--- src/mroe_pkg.sv ---
// shared constants and types for the move/or/return execution block
package mroe_pkg;
  localparam int unsigned DATA_W   = 8;
  localparam int unsigned ADDR_W   = 8;
  localparam int unsigned PC_W     = 12;
  localparam int unsigned ROT_MSB  = DATA_W - 1;
  localparam logic [PC_W-1:0]   PC_RESET   = 12'h000;
  localparam logic [PC_W-1:0]   PC_STEP    = 12'h001;
  localparam logic [PC_W-1:0]   IRQ_VECTOR = 12'h004;
  localparam logic [DATA_W-1:0] ACC_RESET  = 8'h00;
  localparam logic [DATA_W-1:0] DATA_ZERO  = 8'h00;

  // instruction codes presented by the fetch logic
  typedef enum logic [3:0] {
    nop_op              = 4'h0,
    jump_op             = 4'h1,
    load_mem_op         = 4'h2,
    load_lit_op         = 4'h3,
    store_acc_op        = 4'h4,
    or_mem_op           = 4'h5,
    or_lit_op           = 4'h6,
    or_into_memory_op   = 4'h7,
    return_op           = 4'h8,
    return_lit_op       = 4'h9,
    interrupt_return_op = 4'hA,
    rotate_left_op      = 4'hB
  } mroe_op_t;

  // sequencer states, one bit changes along each path
  typedef enum logic [1:0] {
    st_idle  = 2'h0,
    st_mem   = 2'h1,
    st_dummy = 2'h2
  } mroe_state_t;
endpackage

--- src/mroe_mem_if.sv ---
// data memory port between the sequencer and the storage array
`timescale 1ns/1ps
interface mroe_mem_if;
  logic [mroe_pkg::ADDR_W-1:0] addr;
  logic                        re;
  logic                        we;
  logic [mroe_pkg::DATA_W-1:0] wdata;
  logic [mroe_pkg::DATA_W-1:0] rdata;

  modport ctrl  (output addr, re, we, wdata, input rdata);
  modport store (input addr, re, we, wdata, output rdata);
endinterface

--- src/mroe_exec.sv ---
// execution sequencer for jump, move, or, return and rotate instructions
`timescale 1ns/1ps
module mroe_exec #(
  parameter int unsigned MEM_DEPTH = 256
) (
  input  wire logic                          i_clk_sys,
  input  wire logic                          i_nrst,
  input  wire logic                          i_valid,
  input  wire mroe_pkg::mroe_op_t            i_op,
  input  wire logic [mroe_pkg::PC_W-1:0]     i_operand,
  input  wire logic                          i_irq_pending,
  input  wire logic [mroe_pkg::PC_W-1:0]     i_stack_top,
  output logic                               o_ready,
  output logic [mroe_pkg::PC_W-1:0]          o_pc,
  output logic [mroe_pkg::DATA_W-1:0]        o_acc,
  output logic                               o_zero,
  output logic                               o_irq_enable,
  output logic                               o_stack_pop,
  output logic                               o_irq_taken
);
  mroe_mem_if mem_bus ();

  mroe_pkg::mroe_state_t             state_reg;
  mroe_pkg::mroe_state_t             state_next;
  mroe_pkg::mroe_op_t                pend_op_reg;
  mroe_pkg::mroe_op_t                pend_op_next;
  logic [mroe_pkg::ADDR_W-1:0]       maddr_reg;
  logic [mroe_pkg::ADDR_W-1:0]       maddr_next;
  logic [mroe_pkg::PC_W-1:0]         pc_reg;
  logic [mroe_pkg::PC_W-1:0]         pc_next;
  logic [mroe_pkg::DATA_W-1:0]       accumulator_reg;
  logic [mroe_pkg::DATA_W-1:0]       accumulator_next;
  logic                              zero_reg;
  logic                              zero_next;
  logic                              master_irq_enable_reg;
  logic                              master_irq_enable_next;
  logic                              ready_reg;
  logic                              ready_next;
  logic                              pop_reg;
  logic                              pop_next;
  logic                              taken_reg;
  logic                              taken_next;
  logic                              accept;
  logic [mroe_pkg::DATA_W-1:0]       literal;
  logic [mroe_pkg::DATA_W-1:0]       mem_byte;
  logic [mroe_pkg::DATA_W-1:0]       or_result;
  logic [mroe_pkg::DATA_W-1:0]       rot_result;

  mroe_dmem #(
    .DEPTH (MEM_DEPTH)
  ) u_dmem (
    .i_clk_sys (i_clk_sys),
    .i_nrst    (i_nrst),
    .bus       (mem_bus.store)
  );

  // operand views and datapath results
  assign accept     = ready_reg & i_valid;
  assign literal    = i_operand[mroe_pkg::DATA_W-1:0];
  assign mem_byte   = mem_bus.rdata;
  assign or_result  = accumulator_reg | mem_byte;
  assign rot_result = {mem_byte[mroe_pkg::ROT_MSB-1:0],
                       mem_byte[mroe_pkg::ROT_MSB]};

  // next-state and datapath decisions
  always_comb begin
    state_next             = state_reg;
    pend_op_next           = pend_op_reg;
    maddr_next             = maddr_reg;
    pc_next                = pc_reg;
    accumulator_next       = accumulator_reg;
    zero_next              = zero_reg;
    master_irq_enable_next = master_irq_enable_reg;
    pop_next               = 1'b0;
    taken_next             = 1'b0;
    mem_bus.addr           = maddr_reg;
    mem_bus.re             = 1'b0;
    mem_bus.we             = 1'b0;
    mem_bus.wdata          = accumulator_reg;
    case (state_reg)
      mroe_pkg::st_idle: begin
        if (accept) begin
          pc_next = pc_reg + mroe_pkg::PC_STEP;
          case (i_op)
            mroe_pkg::jump_op: begin
              pc_next    = i_operand;
              state_next = mroe_pkg::st_dummy;
            end
            mroe_pkg::load_mem_op,
            mroe_pkg::or_mem_op,
            mroe_pkg::or_into_memory_op,
            mroe_pkg::rotate_left_op: begin
              mem_bus.addr = i_operand[mroe_pkg::ADDR_W-1:0];
              mem_bus.re   = 1'b1;
              maddr_next   = i_operand[mroe_pkg::ADDR_W-1:0];
              pend_op_next = i_op;
              state_next   = mroe_pkg::st_mem;
            end
            mroe_pkg::load_lit_op: begin
              accumulator_next = literal;
            end
            mroe_pkg::store_acc_op: begin
              mem_bus.addr = i_operand[mroe_pkg::ADDR_W-1:0];
              mem_bus.we   = 1'b1;
            end
            mroe_pkg::or_lit_op: begin
              accumulator_next = accumulator_reg | literal;
              zero_next = ((accumulator_reg | literal)
                           == mroe_pkg::DATA_ZERO);
            end
            mroe_pkg::return_op: begin
              pc_next  = i_stack_top;
              pop_next = 1'b1;
            end
            mroe_pkg::return_lit_op: begin
              pc_next          = i_stack_top;
              pop_next         = 1'b1;
              accumulator_next = literal;
            end
            mroe_pkg::interrupt_return_op: begin
              if (i_irq_pending) begin
                // return address stays on the stack for the handler
                pc_next    = mroe_pkg::IRQ_VECTOR;
                taken_next = 1'b1;
                master_irq_enable_next = 1'b0;
              end else begin
                pc_next  = i_stack_top;
                pop_next = 1'b1;
                master_irq_enable_next = 1'b1;
              end
            end
            default: begin
              pc_next = pc_reg + mroe_pkg::PC_STEP;
            end
          endcase
        end
      end
      mroe_pkg::st_mem: begin
        state_next = mroe_pkg::st_idle;
        case (pend_op_reg)
          mroe_pkg::load_mem_op: begin
            accumulator_next = mem_byte;
          end
          mroe_pkg::or_mem_op: begin
            accumulator_next = or_result;
            zero_next = (or_result == mroe_pkg::DATA_ZERO);
          end
          mroe_pkg::or_into_memory_op: begin
            mem_bus.we    = 1'b1;
            mem_bus.wdata = or_result;
            zero_next = (or_result == mroe_pkg::DATA_ZERO);
          end
          mroe_pkg::rotate_left_op: begin
            mem_bus.we    = 1'b1;
            mem_bus.wdata = rot_result;
          end
          default: begin
            state_next = mroe_pkg::st_idle;
          end
        endcase
      end
      mroe_pkg::st_dummy: begin
        state_next = mroe_pkg::st_idle;
      end
      default: begin
        state_next = mroe_pkg::st_idle;
      end
    endcase
    ready_next = (state_next == mroe_pkg::st_idle);
  end

  // state registers
  always_ff @(posedge i_clk_sys or negedge i_nrst) begin
    if (!i_nrst) begin
      state_reg             <= mroe_pkg::st_idle;
      pend_op_reg           <= mroe_pkg::nop_op;
      maddr_reg             <= '0;
      pc_reg                <= mroe_pkg::PC_RESET;
      accumulator_reg       <= mroe_pkg::ACC_RESET;
      zero_reg              <= 1'b0;
      master_irq_enable_reg <= 1'b0;
      ready_reg             <= 1'b1;
      pop_reg               <= 1'b0;
      taken_reg             <= 1'b0;
    end else begin
      state_reg             <= state_next;
      pend_op_reg           <= pend_op_next;
      maddr_reg             <= maddr_next;
      pc_reg                <= pc_next;
      accumulator_reg       <= accumulator_next;
      zero_reg              <= zero_next;
      master_irq_enable_reg <= master_irq_enable_next;
      ready_reg             <= ready_next;
      pop_reg               <= pop_next;
      taken_reg             <= taken_next;
    end
  end

  // outputs straight from flops
  assign o_ready      = ready_reg;
  assign o_pc         = pc_reg;
  assign o_acc        = accumulator_reg;
  assign o_zero       = zero_reg;
  assign o_irq_enable = master_irq_enable_reg;
  assign o_stack_pop  = pop_reg;
  assign o_irq_taken  = taken_reg;
endmodule

--- src/mroe_dmem.sv ---
// data memory array with registered read data
`timescale 1ns/1ps
module mroe_dmem #(
  parameter int unsigned DEPTH = 256
) (
  input  wire logic   i_clk_sys,
  input  wire logic   i_nrst,
  mroe_mem_if.store   bus
);
  logic [mroe_pkg::DATA_W-1:0] mem_array [DEPTH];
  logic [mroe_pkg::DATA_W-1:0] rdata_reg;
  logic [mroe_pkg::DATA_W-1:0] rdata_next;

  // read data captured on a read strobe, held otherwise
  always_comb begin
    rdata_next = rdata_reg;
    if (bus.re) begin
      rdata_next = mem_array[bus.addr];
    end
  end

  always_ff @(posedge i_clk_sys or negedge i_nrst) begin
    if (!i_nrst) begin
      rdata_reg <= mroe_pkg::DATA_ZERO;
    end else begin
      rdata_reg <= rdata_next;
    end
  end

  // storage array, no reset
  always_ff @(posedge i_clk_sys) begin
    if (bus.we) begin
      mem_array[bus.addr] <= bus.wdata;
    end
  end

  assign bus.rdata = rdata_reg;
endmodule

--- config.mk ---
export PLATFORM = sky130hd
export DESIGN_NAME = mroe_exec
export DESIGN_NICKNAME = d
export VERILOG_FILES = /design/src/mroe_pkg.sv /design/src/mroe_mem_if.sv /design/src/mroe_exec.sv /design/src/mroe_dmem.sv
export SDC_FILE = /design/constraint.sdc
export NUM_CORES = 2
export LEC_CHECK = 0
export ABC_AREA = 1
export BUFFER_PORTS_ARGS = -buffer_cell sky130_fd_sc_hd__buf_2
export CAP_MARGIN = 20
export CORE_MARGIN = 1.5
export CORE_UTILIZATION = 28
export DETAILED_ROUTE_END_ITERATION = 6
export GPL_ROUTABILITY_DRIVEN = 0
export PLACE_DENSITY_LB_ADDON = 0.1
export SETUP_SLACK_MARGIN = 0.3
export SYNTH_ARGS = -nofsm -noshare
export SYNTH_HDL_FRONTEND = slang
export SYNTH_SLANG_ARGS = --single-unit
--- constraint.sdc ---
create_clock -name i_clk_sys -period 18.3 [get_ports i_clk_sys]
set_clock_uncertainty 0.05 [all_clocks]
set_input_delay 1.83 -clock i_clk_sys [delete_from_list [all_inputs] [get_ports i_clk_sys]]
set_output_delay 1.83 -clock i_clk_sys [all_outputs]
set_load 0.05 [all_outputs]
Word-level counts from Yosys, hierarchy flattened:

Memory sizes are Yosys's and may differ from the RTL's. A register that Yosys moved wholly into a read port is not among the register bits.
Index checks and enable logic that the tools add are counted.

* register bits: 39
* memories: 1
* memory bits (read-only): 0
* input bits: 32
* logic and storage cells: 88
* latch bits: 0
* memory bits (writable): 2048

Memories
* u_dmem.mem_array: depth 256, bits a word 8, rd ports 1, clocked after Yosys merged registers in 1, write ports 1, line mroe_dmem.sv:10 `logic [mroe_pkg::DATA_W-1:0] mem_array [DEPTH];`

* reductions and logical operators: 17
* order comparisons: 0
* muxes and demuxes: 35
* div/mod/pow operators: 0
* eq/ne operators: 21
* add/subtract/negate cells: 1
* shift-type cells: 0
* multipliers: 0
* bitwise operators: 3

Operators with widths (number)
* case mux 8 bit (2 select lines): 4
* 2-to-1 mux 8 bit: 5
* case mux 12 bit (3 select lines): 1
* equality test 4 x 3 -> 1 bit (second input constant): 6
* equality test 4 bit (second input constant): 5
* 2-to-1 mux 1 bit: 18
* logical NOT 8 bit: 2
* bitwise OR 8 bit: 2
* adder 12 x 1 -> 12 bit (second input constant): 1
* equality test 4 x 2 -> 1 bit (second input constant): 3
* 2-to-1 mux 12 bit: 1
* AND reduction 4 bit: 2
* OR reduction 2 bit: 4
* case mux 1 bit (2 select lines): 3
* AND reduction 3 bit: 2
* OR reduction 5 bit: 1
* equality test 4 x 1 -> 1 bit (second input constant): 1
* logical NOT 2 bit: 2
* 2-to-1 mux 2 bit: 2
* inequality test 2 bit (second input constant): 2
* case mux 2 bit (2 select lines): 1
* OR reduction 4 bit: 1
* inequality test 3 x 1 -> 1 bit (second input constant): 1
* inequality test 3 x 2 -> 1 bit (second input constant): 1
* other kinds (6): 6

Depth between registers and ports, before layout:

* word-level depth: 6
* gate-level depth with buffers: 25
* mapped depth without buffers: 21

By module:

A second synthesis with hierarchy kept.

* cell total of the unflattened synthesis: 8030
* area, all modules: 86711.9 µm²

By module, submodules not included
* mroe_dmem: times used 1, cells an instance 7570, area an instance 83776.6 µm², sequential area each 61699.2 µm²
* mroe_exec: times used 1, cells an instance 460, area an instance 2935.3 µm², sequential area each 977.2 µm²

Worst setup path before layout:

No wires, ideal clock.

* path kind: reg-to-reg
* start point: reg pend_op_reg[2]
* end point: mem u_dmem.mem_array[0][0] (netlist name), data pin
* arrival: 10824 ps
* path slack: 5236 ps
* path buffers: 0
* cell stages (with the launch flop): 6
* cell sequence: dfrtp_1 nand3_1 nor2_1 inv_1 a21oi_1 o21ai_0

* word-level cells in the longest chain between the ends: 3
* elaborated cells on any way between the ends: 4

Ends and longest elaborated chain
* start, declared: line mroe_exec.sv:25 `mroe_pkg::mroe_op_t pend_op_reg;`
* start signal, assigned: line mroe_exec.sv:176 `pend_op_reg <= mroe_pkg::nop_op;`
* start signal, assigned: line mroe_exec.sv:187 `pend_op_reg <= pend_op_next;`
* equality test 4 bit or equality test 4 x 3 -> 1 bit (tied branches): line mroe_exec.sv:140 `case (pend_op_reg)`
* case mux 8 bit (2 select lines) *: line mroe_exec.sv:140
* 2-to-1 mux 8 bit *: line mroe_exec.sv:80 `case (state_reg)`
* named net mem_bus.wdata, one bit: line mroe_mem_if.sv:7 `logic [mroe_pkg::DATA_W-1:0] wdata;`
* end, declared: line mroe_dmem.sv:10

Mark *: on every way through the listed nets, which the timed path passes. The rest lies on a longest branch.

Final worst setup path:

* start point: in i_valid
* end point: reg u_dmem.rdata_reg (netlist bit u_dmem.bus.rdata[5]) (read register of u_dmem.mem_array)

* word-level cells in the longest chain between the ends: 3
* elaborated cells on any way between the ends: 5

Ends and longest elaborated chain
* start, declared: line mroe_exec.sv:8 `input wire logic i_valid,`
* AND 1 bit *: line mroe_exec.sv:58 `assign accept = ready_reg & i_valid;`
* 2-to-1 mux 8 bit or 2-to-1 mux 1 bit (tied branches): line mroe_exec.sv:82 `if (accept) begin`
* 2-to-1 mux 8 bit or 2-to-1 mux 1 bit (tied branches): line mroe_exec.sv:80
* end, declared: line mroe_dmem.sv:11 `logic [mroe_pkg::DATA_W-1:0] rdata_reg;`

Every way passes the cells marked *; elsewhere a longest branch is shown, timed or not.
A chain may end at the register's enable or synchronous reset.

==> impl_metrics.tcl <==
set metrics [dict create \
    initial_core_util_pct 28.2 \
    rrSetupSlack_ps 11470 \
    grt_pass1_vias 58500 \
    hp-class "flop to flop" \
    core_um2 313000 \
    peakVddDrop_uv 93.3 \
    grt_first_pass_wirelength_mm 436 \
    setup_viol 0 \
    ys_dominant_reg_cell "edfxtp_1" \
    final_area_um2 100000 \
    nFillCells 31900 \
    htreeDepth 4 \
    crit_arrival_ps 8080 \
    hold_depth 2 \
    clk_transition_reported_paths_ps 60 \
    hold_buffers 0 \
    place_hpwl_mm 172 \
    grt_overflow 0 \
    syn-num-nets 8597 \
    post_cts_buffers 0 \
    num_io_pins 57 \
    worstPathRequired_ps 19100 \
    grt_max_degree 177 \
    hold-path-endpoint "maddr_reg[3]" \
    cp_max_fo 67 \
    timing.final.crit_share_pct 39.8 \
    place_area_um2 93000 \
    largest_reg_flops 2048 \
    antenna_left 0 \
    slowest_delay_ps 860 \
    rsz0062_at_grt "no" \
    totalNegativeSetupSlack_ps 0 \
    r2r-end "u_dmem.bus.rdata[5]" \
    cp_slowest_cell "nor2_4" \
    cts_tree "yes" \
    layout_commonest_cell "nand2_1" \
    max_freq_ghz 0.137 \
    drive_gt1_share_pct 6.22 \
    viasPerCell 4.64 \
    routed_wl_mm 303 \
    fin_crit_ps 7280 \
    crit_path_frequent_cell "nand2_1" \
    syn_avg_cell_area_um2 10.3 \
    path_cells "buf_2 -> nand2_1 -> nor2_2 -> nand2_4 -> nand2_4 -> nand2_8 -> nor2_4 -> buf_4 -> buf_4 -> nand2_1 -> nand3_1 -> nand2_1 -> nand2_1 -> nor2_1 -> nor2_1 -> nor2_1 -> nand2_1 -> nand2_1 -> nand2_1 -> nor2_1 -> nor2_1" \
    maxSlewViolCount 0 \
    hold_start "maddr_reg[3]" \
    yosysUniqueCellTypes 40 \
    antenna_found_initial 15 \
    async_reset_ff_share_pct 2.24 \
    dr.pass1.iters 6 \
    chipWidth_um 564 \
    outcome "finished clean" \
    slew_headroom_pct 23.1 \
    rows 205 \
    p_leak_nw 38.6 \
    worst_pin_slew_ps 1150 \
    clk_latency_ps 910 \
    maxCapViolCount 0 \
    worstSetupStartpointType "input pin" \
    synth_area_um2 88200 \
    drc 0 \
    final_nets 8573 \
    die_h_um 564 \
    crit_path_end_kind "flop" \
    track_usage_pct 18.8 \
    dr_total_vias 59700 \
    cts.sinks 2095 \
    powerDensity_nw_per_um2 142 \
    largest-register "u_dmem.mem_array" \
    port_buffers 56 \
    routedWlPerCell_um 23.6 \
    hold_viol 0 \
    synth_seq_cells 2095 \
    yosysSeqAreaShare_pct 71.1 \
    crit_type "input pin to flop" \
    yosys_warnings 0 \
    drt_iter0_markers 4962 \
    syn_inst 8564 \
    synth_edf_count 2048 \
    cts_max_path_buffers 4 \
    root_buffer "clkbuf_16" \
    post_cts_resized 0 \
    final_cell_mix "nand2_1 (4697), edfxtp_1 (2048), nor2_1 (641)" \
    dieArea_um2 318000 \
    cts_made_buffers 239 \
    r2r_start "state_reg[1]" \
    syn_to_final_growth_pct 13.6 \
    rr_worst_depth 20 \
]
-- critical path: cells and delay by family --
family | cells | cell delay, ps
buf+inv | 3 | 1760
simple gates | 18 | 4210
-- through the flow --
step	total power (W)	utilization, %	hold WS, ps	worst slack [ps]	cells
final	0.0142	32.0	440	11020	12900
after global routing	0.0148	32.0	468	10600	12900
after CTS	0.0144	32.0	446	10980	12900
after detailed placement	0.00979	29.7	432	10020	12400
after global placement	0.00979	29.7	425	9970	12400
after floorplan	0.00840	-	403	5240	8564
-- layer usage --
| metal | wire length, um | global-route usage, % | up-vias | part of all wire, % |
|---|---|---|---|---|
| met5 | 0 | 0 | - | 0 |
| met1 | 144000 | 26.9 | 29800 | 47 |
| met3 | 14300 | 2.43 | 361 | 4.7 |
| li1 | - | - | 28100 | - |
| met2 | 139000 | 30.3 | 1394 | 46 |
| met4 | 6410 | 4.23 | 0 | 2.1 |
-- cell usage after synthesis (7+ instances only) --
| cell type | n | share of area, % |
|---|---|---|
| dfrtp_1 | 46 | 1.3 |
| a31oi_1 | 7 | 0.050 |
| edfxtp_1 | 2048 | 70 |
| a21oi_1 | 23 | 0.13 |
| o21ai_0 | 40 | 0.23 |
| nor3_1 | 12 | 0.068 |
| clkbuf_1 | 182 | 0.77 |
| buf_4 | 10 | 0.085 |
| inv_1 | 89 | 0.38 |
| nand3_1 | 395 | 2.2 |
| nand2_1 | 4712 | 20 |
| o22ai_1 | 7 | 0.050 |
| buf_1 | 30 | 0.13 |
| buf_2 | 223 | 1.3 |
| nor2_1 | 646 | 2.7 |
| a221oi_1 | 7 | 0.070 |
| o21ai_1 | 22 | 0.12 |
| inv_2 | 10 | 0.043 |
| a22o_1 | 8 | 0.079 |
-- worst max-delay path by stage --
| stage | startpoint | to |
|---|---|---|
| floorplan | pend_op_reg[2] | u_dmem.mem_array[0][0] |
| global placement | i_valid | u_dmem.bus.rdata[5] |
| detailed placement | i_valid | u_dmem.bus.rdata[5] |
| CTS | i_valid | u_dmem.bus.rdata[5] |
| global route | i_valid | u_dmem.bus.rdata[5] |
| finish | i_valid | u_dmem.bus.rdata[5] |
-- kinds of logic after synthesis --
| logic type | synth area share (%) |
|---|---|
| xor+xnor | 0.00993 |
| simple gates | 25.3 |
| fa+ha+maj | 0.0142 |
| mux | 0.0128 |
| buf+inv | 2.72 |
| compound gates | 0.868 |
| flops | 71.1 |
-- where the power goes --
part | total [W] | internal (W) | leakage, nW | switching [W]
sequential | 0.00593 | 0.00590 | 18.8 | 0.0000331
clock | 0.00457 | 0.00259 | 3.53 | 0.00198
combinational | 0.00368 | 0.000702 | 16.3 | 0.00298
total | 0.0142 | 0.00919 | 38.6 | 0.00500
-- final cells by class --
class	count	area, um^2	area share, %
Antenna cell	4	10.0	0.00999
Clock buffer	296	6240	6.22
Clock inverter	131	987	0.985
Inverter	100	383	0.382
Multi-Input combinational cell	5921	23300	23.3
Sequential cell	2095	62700	62.5
Tap cell	4140	5180	5.17
Timing Repair Buffer	183	1430	1.43
Note: power is estimated with default switching activity, not from simulation.
